### src/design/fpec_map.vh
// flash program/erase control: constants for the control block
// assumes inclusion by design files only; no logic here
`ifndef FPEC_MAP_VH
`define FPEC_MAP_VH
`define FPEC_ADDR_W 24
`define FPEC_PAGE_BYTES 128
`define FPEC_PAGE_IDX_W 7
`define FPEC_BLK_W 16
`define FPEC_ERASED_BYTE 8'hFF
`define FPEC_CTL1_RST 8'h00
`define FPEC_CTL2_RST 8'h00
`define FPEC_EBR_RST 8'h00
`define FPEC_MODE_IDLE 3'h0
`define FPEC_MODE_PROG 3'h1
`define FPEC_MODE_PVER 3'h2
`define FPEC_MODE_ERASE 3'h3
`define FPEC_MODE_EVER 3'h4
`endif

### src/design/fpec_page_latch.v
// flash program/erase control: 128-byte page data latch
// assumes byte writes arrive one per cycle from the control block
`timescale 1ns/1ps
`include "fpec_map.vh"
module fpec_page_latch (
	core_clk,
	reset,
	clr,
	wr_en,
	wr_idx,
	wr_data,
	rd_idx,
	rd_data
);
	input wire core_clk;
	input wire reset;
	input wire clr;
	input wire wr_en;
	input wire [`FPEC_PAGE_IDX_W-1:0] wr_idx;
	input wire [7:0] wr_data;
	input wire [`FPEC_PAGE_IDX_W-1:0] rd_idx;
	output wire [7:0] rd_data;

	reg [7:0] mem_r [0:`FPEC_PAGE_BYTES-1];
	genvar g;
	generate
		for (g = 0; g < `FPEC_PAGE_BYTES; g = g + 1) begin : gen_byte
			always @(posedge core_clk or posedge reset) begin
				if (reset) begin
					mem_r[g] <= `FPEC_ERASED_BYTE;
				end else if (clr) begin
					mem_r[g] <= `FPEC_ERASED_BYTE;
				end else if (wr_en && wr_idx == g) begin
					mem_r[g] <= wr_data;
				end
			end
		end
	endgenerate
	assign rd_data = mem_r[rd_idx];
endmodule

### src/design/fpec_ctrl.v
// flash program/erase control: modes, page latch, protection, error flag
// assumes cpu bus strobes on core_clk; standby level from another domain
//
// Summary of operation
// - one of four modes from control one
// - latch page address and 128 bytes
// - program pulse only while program bit set
// - erase pulse only while erase bit set
// - dummy write FF, then word verify reads
// - erase needs no prewrite to zero
// - block all interrupts during pulse or boot
// - reset or standby aborts and clears registers
// - write enable clear blocks program and erase
// - unselected blocks protected; all zero protects all
// - ram overlay select inhibits program and erase
// - error events during pulse set error flag
// - error keeps registers, aborts, allows verify only
// - only reset or standby clears error flag
// - flash reads during pulse return undefined
`timescale 1ns/1ps
`include "fpec_map.vh"
module fpec_ctrl (
	core_clk,
	reset,
	standby_req,
	software_write_enable_bit,
	program_pulse_bit,
	erase_pulse_bit,
	program_verify_bit,
	erase_verify_bit,
	erase_block_select_low,
	erase_block_select_high,
	ram_overlay_select,
	boot_running,
	flash_wr,
	flash_rd,
	flash_addr,
	flash_wdata,
	exception_taken,
	sleep_exec,
	bus_lost,
	irq_in,
	nmi_in,
	array_rdata,
	mode,
	page_addr,
	page_idx,
	page_byte,
	array_prog,
	array_erase,
	array_erase_blocks,
	verify_active,
	verify_addr,
	flash_rdata,
	flash_error_flag,
	irq_out,
	nmi_out
);
	input wire core_clk;
	input wire reset;
	input wire standby_req;
	input wire software_write_enable_bit;
	input wire program_pulse_bit;
	input wire erase_pulse_bit;
	input wire program_verify_bit;
	input wire erase_verify_bit;
	input wire [7:0] erase_block_select_low;
	input wire [7:0] erase_block_select_high;
	input wire ram_overlay_select;
	input wire boot_running;
	input wire flash_wr;
	input wire flash_rd;
	input wire [`FPEC_ADDR_W-1:0] flash_addr;
	input wire [7:0] flash_wdata;
	input wire exception_taken;
	input wire sleep_exec;
	input wire bus_lost;
	input wire irq_in;
	input wire nmi_in;
	input wire [15:0] array_rdata;
	output reg [2:0] mode;
	output reg [`FPEC_ADDR_W-1:0] page_addr;
	input wire [`FPEC_PAGE_IDX_W-1:0] page_idx;
	output wire [7:0] page_byte;
	output reg array_prog;
	output reg array_erase;
	output reg [`FPEC_BLK_W-1:0] array_erase_blocks;
	output reg verify_active;
	output reg [`FPEC_ADDR_W-1:0] verify_addr;
	output reg [15:0] flash_rdata;
	output reg flash_error_flag;
	output reg irq_out;
	output reg nmi_out;

	// register images, cleared by reset or standby
	reg ctl_swe_r;
	reg ctl_p_r;
	reg ctl_e_r;
	reg ctl_pv_r;
	reg ctl_ev_r;
	reg [`FPEC_BLK_W-1:0] ebr_r;
	reg ram_overlay_select_r;
	reg sby_m_r;
	reg sby_r;
	reg [`FPEC_PAGE_IDX_W-1:0] wr_cnt_r;
	reg page_open_r;
	wire latch_wr;
	wire pulse_on;
	wire err_evt;
	wire [2:0] mode_nxt;

	function [2:0] fpec_mode_sel;
		input p;
		input e;
		input pv;
		input ev;
		begin
			if (p)
				fpec_mode_sel = `FPEC_MODE_PROG;
			else if (e)
				fpec_mode_sel = `FPEC_MODE_ERASE;
			else if (pv)
				fpec_mode_sel = `FPEC_MODE_PVER;
			else if (ev)
				fpec_mode_sel = `FPEC_MODE_EVER;
			else
				fpec_mode_sel = `FPEC_MODE_IDLE;
		end
	endfunction

	always @(posedge core_clk or posedge reset) begin
		if (reset) begin
			sby_m_r <= 1'b0;
			sby_r <= 1'b0;
		end else begin
			sby_m_r <= standby_req;
			sby_r <= sby_m_r;
		end
	end

	always @(posedge core_clk or posedge reset) begin
		if (reset) begin
			ctl_swe_r <= 1'b0;
			ctl_p_r <= 1'b0;
			ctl_e_r <= 1'b0;
			ctl_pv_r <= 1'b0;
			ctl_ev_r <= 1'b0;
			ebr_r <= {`FPEC_EBR_RST, `FPEC_EBR_RST};
			ram_overlay_select_r <= 1'b0;
		end else if (sby_r) begin
			ctl_swe_r <= 1'b0;
			ctl_p_r <= 1'b0;
			ctl_e_r <= 1'b0;
			ctl_pv_r <= 1'b0;
			ctl_ev_r <= 1'b0;
			ebr_r <= {`FPEC_EBR_RST, `FPEC_EBR_RST};
			ram_overlay_select_r <= 1'b0;
		end else begin
			ctl_swe_r <= software_write_enable_bit;
			ctl_p_r <= program_pulse_bit;
			ctl_e_r <= erase_pulse_bit;
			ctl_pv_r <= program_verify_bit;
			ctl_ev_r <= erase_verify_bit;
			ebr_r <= {erase_block_select_high, erase_block_select_low};
			ram_overlay_select_r <= ram_overlay_select;
		end
	end

	// pulse may run only with write enable, no overlay, no error
	assign pulse_on = ctl_swe_r && !ram_overlay_select_r && !flash_error_flag;
	assign mode_nxt = fpec_mode_sel(ctl_p_r && pulse_on, ctl_e_r && pulse_on,
		ctl_pv_r, ctl_ev_r);
	assign err_evt = (mode == `FPEC_MODE_PROG || mode == `FPEC_MODE_ERASE) &&
		(flash_rd || exception_taken || sleep_exec || bus_lost);

	always @(posedge core_clk or posedge reset) begin
		if (reset) begin
			flash_error_flag <= 1'b0;
		end else if (sby_r) begin
			flash_error_flag <= 1'b0;
		end else if (err_evt) begin
			flash_error_flag <= 1'b1;
		end
	end

	always @(posedge core_clk or posedge reset) begin
		if (reset) begin
			mode <= `FPEC_MODE_IDLE;
			array_prog <= 1'b0;
			array_erase <= 1'b0;
			array_erase_blocks <= {`FPEC_BLK_W{1'b0}};
			verify_active <= 1'b0;
			irq_out <= 1'b0;
			nmi_out <= 1'b0;
		end else if (sby_r || err_evt) begin
			mode <= `FPEC_MODE_IDLE;
			array_prog <= 1'b0;
			array_erase <= 1'b0;
			array_erase_blocks <= {`FPEC_BLK_W{1'b0}};
			verify_active <= 1'b0;
			irq_out <= 1'b0;
			nmi_out <= 1'b0;
		end else begin
			mode <= mode_nxt;
			array_prog <= mode_nxt == `FPEC_MODE_PROG;
			array_erase <= mode_nxt == `FPEC_MODE_ERASE && ebr_r != 16'h0000;
			array_erase_blocks <= (mode_nxt == `FPEC_MODE_ERASE) ? ebr_r :
				{`FPEC_BLK_W{1'b0}};
			verify_active <= mode_nxt == `FPEC_MODE_PVER ||
				mode_nxt == `FPEC_MODE_EVER;
			irq_out <= irq_in && !ctl_p_r && !ctl_e_r && !boot_running;
			nmi_out <= nmi_in && !ctl_p_r && !ctl_e_r && !boot_running;
		end
	end

	// page capture: first byte sets address, then consecutive bytes
	assign latch_wr = flash_wr && !ctl_p_r && !ctl_e_r && !ctl_pv_r && !ctl_ev_r &&
		ctl_swe_r;
	always @(posedge core_clk or posedge reset) begin
		if (reset) begin
			page_addr <= {`FPEC_ADDR_W{1'b0}};
			wr_cnt_r <= {`FPEC_PAGE_IDX_W{1'b0}};
			page_open_r <= 1'b0;
		end else if (sby_r) begin
			wr_cnt_r <= {`FPEC_PAGE_IDX_W{1'b0}};
			page_open_r <= 1'b0;
		end else if (latch_wr) begin
			if (!page_open_r) begin
				page_addr <= {flash_addr[`FPEC_ADDR_W-1:7], 7'h00};
				wr_cnt_r <= 7'h01;
				page_open_r <= 1'b1;
			end else begin
				wr_cnt_r <= wr_cnt_r + 7'h01;
				page_open_r <= wr_cnt_r != 7'h7F;
			end
		end
	end

	fpec_page_latch u_latch (
		.core_clk(core_clk),
		.reset(reset),
		.clr(sby_r),
		.wr_en(latch_wr),
		.wr_idx(flash_addr[`FPEC_PAGE_IDX_W-1:0]),
		.wr_data(flash_wdata),
		.rd_idx(page_idx),
		.rd_data(page_byte)
	);

	// verify address from dummy write, word read data
	always @(posedge core_clk or posedge reset) begin
		if (reset) begin
			verify_addr <= {`FPEC_ADDR_W{1'b0}};
			flash_rdata <= 16'h0000;
		end else begin
			if (flash_wr && (ctl_pv_r || ctl_ev_r) && flash_addr[1:0] == 2'b00 &&
				flash_wdata == `FPEC_ERASED_BYTE)
				verify_addr <= flash_addr;
			if (flash_rd)
				flash_rdata <= (ctl_p_r || ctl_e_r) ? 16'hFFFF : array_rdata;
		end
	end
endmodule

### config.mk
export PLATFORM = sky130hd
export DESIGN_NAME = fpec_ctrl
export DESIGN_NICKNAME = d
export VERILOG_FILES = /design/src/design/fpec_page_latch.v /design/src/design/fpec_ctrl.v
export VERILOG_INCLUDE_DIRS = /design/src /design/src/design
export SDC_FILE = /design/constraint.sdc
export NUM_CORES = 2
export LEC_CHECK = 0
export BUFFER_PORTS_ARGS = -buffer_cell sky130_fd_sc_hd__buf_2
export CORE_ASPECT_RATIO = 0.7
export CORE_UTILIZATION = 39
export CTS_BUF_LIST = sky130_fd_sc_hd__clkbuf_16
export DETAILED_ROUTE_END_ITERATION = 8
export PLACE_DENSITY = 0.56
export SYNTH_ARGS = -nofsm -noshare
export SYNTH_HDL_FRONTEND = slang
export SYNTH_HIERARCHICAL = 1
export SYNTH_SLANG_ARGS = --single-unit
### constraint.sdc
create_clock -name core_clk -period 35.4 [get_ports core_clk]
set_clock_uncertainty 0.05 [all_clocks]
set_input_delay 0 -clock core_clk [delete_from_list [all_inputs] [get_ports core_clk]]
set_output_delay 0 -clock core_clk [all_outputs]
set_load 0.005 [all_outputs]
==> run summary <==
Fill count -> 12400
Post-DR vias/cell -> 5.94
GRT Util Overall -> 0.228
CTS clk-pin slew, worst paths -> 0.06 ns
Total CTS buffers -> 111
First-pass GRT wire length -> 248 mm
Layout cell share with drive strength beyond 1 -> 0.408
CTS tree -> built
Pre-CTS WS -> 30.61 ns
Arr. time, crit path -> 4.61 ns
Pins Over Slew Limit -> 0
Slew headroom -> 0.108
Via count -> 37700
Number of global-route vias before repair -> 37000
Kind of critical path -> input port to primary output
GRT overflow -> 0
Number of synthesized flops with an enable pin -> 0
Final period util -> 0.132
Remaining DRCs -> 0
Final Hold Viols -> 0
CP endpoint kind -> primary output
Mapped Cells -> 4370
Die area -> 141000 um2
Detailed Route WL -> 161 mm
Max Fclk -> 215 MHz
Unrepaired setup endpoints after global routing -> no
Post-route cell area -> 61600 um2
Routability cong. -> 0.789
Worst-margin pin slew -> 1.34 ns
# clock sinks -> 1138
DIE HEIGHT -> 315 um
R2r worst-path depth -> 5
I/O Pins -> 185
Final WS setup -> 30.74 ns
CP Max Fanout -> 101
Most frequent cell after synthesis -> dfstp_2
Yosys cell types -> 51
Final setup TNS -> 0 ns
H-tree Lvls -> 3
Yosys top cell area share -> 0.494
Initial core utilization -> 0.394
Synth warn -> 6
Pre-antenna DRT Iters -> 6
Syn avg cell area -> 12.5 um2
Worst Min Path Start -> erase_block_select_high[2]
FF-to-FF Start -> sby_r
DP HPWL -> 94.3 mm
Async set-reset flop share out of synthesis -> 1.00
Core area -> 138000 um2
Status -> finished, final reports clean
Total Power -> 2.70 mW
Placement-stage cell area -> 56400 um2
Endpoints failing setup -> 0
Hold buffers post-CTS -> 157
Die width -> 449 um
Num rows -> 114
Nets@finish -> 4481
Area growth syn-to-layout -> 13.0%
Post-Layout Cell Count -> 6347
VDD IR-drop max -> 39.5 uV
Number of I/O port buffers -> 177
Initial antenna violation count -> 15
Most frequent cells after synthesis -> 1024 x dfstp_2, 1002 x a211o_1, 988 x nor2_1
Clock latency on the worst-skew pair -> 0.76 ns
Mapped cell area -> 54500 um2
Seq cells post-synth -> 1138
Worst Hold Depth -> 3
Antenna-violating nets left -> 0
Final Critical Period -> 4.66 ns
Synth area leader -> dfstp_2
Dominant synthesized flop cell -> dfstp_2
Register-to-Register Setup Slack -> 31.20 ns
Initial drt markers -> 4029
Power per cell area -> 43.8 nW/um2
Wire per inst -> 25.3 um
Ranking of synthesized cells by area -> dfstp_2 49%, a211o_1 16%, mux4_2 14%
Hold Crit Class -> input port to register
Max Cap Viol -> 0
Startpoint types -> input port
Post-CTS setup buffer count -> 0
Req. time, crit path -> 35.35 ns
Post-synthesis sequential area ratio -> 0.546
Pin count of the biggest net entering global routing -> 198
Placed Cells incl. Taps -> 5978
CTS Root Buffer Type -> clkbuf_16
Hold-critical path endpoint -> ebr_r[10]
Pleak -> 22.0 nW
Max Buffers Root-to-Sink -> 3
RR Endpoint -> u_latch/mem_r[281]
Post_cts resized -> 0
-- per-stage QoR --
stage                     utilization  hold slack (ns)
after detailed placement        0.407           0.0613
after global placement          0.407           0.0621
after floorplan                     -          -0.0186
final                           0.445           0.0626
after global routing            0.445           0.0502
after CTS                       0.445         0.000947
-- power breakdown --
part / internal [mW] / switching, mW / total [mW] / leakage, nW
registers: 1.32 / 0.00546 / 1.32 / 12.3
clock network: 0.666 / 0.540 / 1.21 / 1.87
logic: 0.0502 / 0.120 / 0.170 / 7.86
-- area by class of cell --
type,instances,area (um2),share of cell area
clock inverter,97,863,0.0140
antenna,4,10.0,0.000163
tap,1856,2320,0.0377
inverter,14,82.6,0.00134
sequential,1138,29800,0.483
multi-input combinational,2741,22800,0.371
timing repair buffer,386,2920,0.0475
clock buffer,111,2780,0.0451
-- layer usage --
metal	up-vias	wire length [um]	GRT usage
met1	19900	74800	0.346
met5	-	12	0
li1	16300	-	-
met2	1304	69200	0.324
met4	2	3950	0.0611
met3	217	12800	0.0539
-- registers in the layout, summed over array words and instances (netlist names), 3 cells and up --
| signal | flops |
|---|---|
| u_latch/mem_r | 1024 |
| verify_addr | 24 |
| page_addr | 17 |
| array_erase_blocks | 16 |
| ebr_r | 16 |
| flash_rdata | 16 |
| wr_cnt_r | 7 |
| mode | 3 |
-- logic make-up (layout without fill, tap and decap cells) --
kind of cell	Yosys count	after routing	synth area share
compound gates	1035	1035	0.166
fa+ha+maj	1	1	0.000230
buf+inv	497	608	0.0366
flops	1138	1138	0.546
mux	383	383	0.149
other cells	1	11	0.0000688
simple gates	1315	1315	0.102
-- cells in the final DEF, fill, tap and decap left out, types with 5 or more instances in the layout --
master	count
nand3b_1	23
clkinv_1	26
mux4_2	336
mux2_4	10
and3_1	7
a211o_1	1002
and2_1	20
conb_1	7
nor2b_1	50
dfstp_2	1024
clkbuf_16	111
bufinv_16	13
nor2_1	987
dlygate4sd3_1	157
buf_4	50
and3b_1	5
clkinv_2	27
dfrtp_1	113
nand2_1	51
mux2_2	37
a21oi_1	5
inv_1	24
o22a_1	16
inv_4	9
nand3_1	125
buf_2	173
or3_1	6
-- how the worst max path moves through the flow --
stage,to,start,cells past startpoint
after floorplan,u_latch/mem_r[0],reset,1
final,page_byte[1],page_idx[0],8
after detailed placement,page_byte[1],page_idx[0],8
after global routing,page_byte[1],page_idx[0],8
after global placement,page_byte[1],page_idx[0],8
after CTS,page_byte[1],page_idx[0],8
-- critical path, stage by stage --
cell	delay [ns]
buf_8	0.58
buf_12	0.71
buf_4	0.85
mux4_2	0.60
mux4_2	0.55
mux4_2	0.60
mux2_2	0.34
buf_2	0.14
No activity file was read; power rests on OpenSTA's default activity.
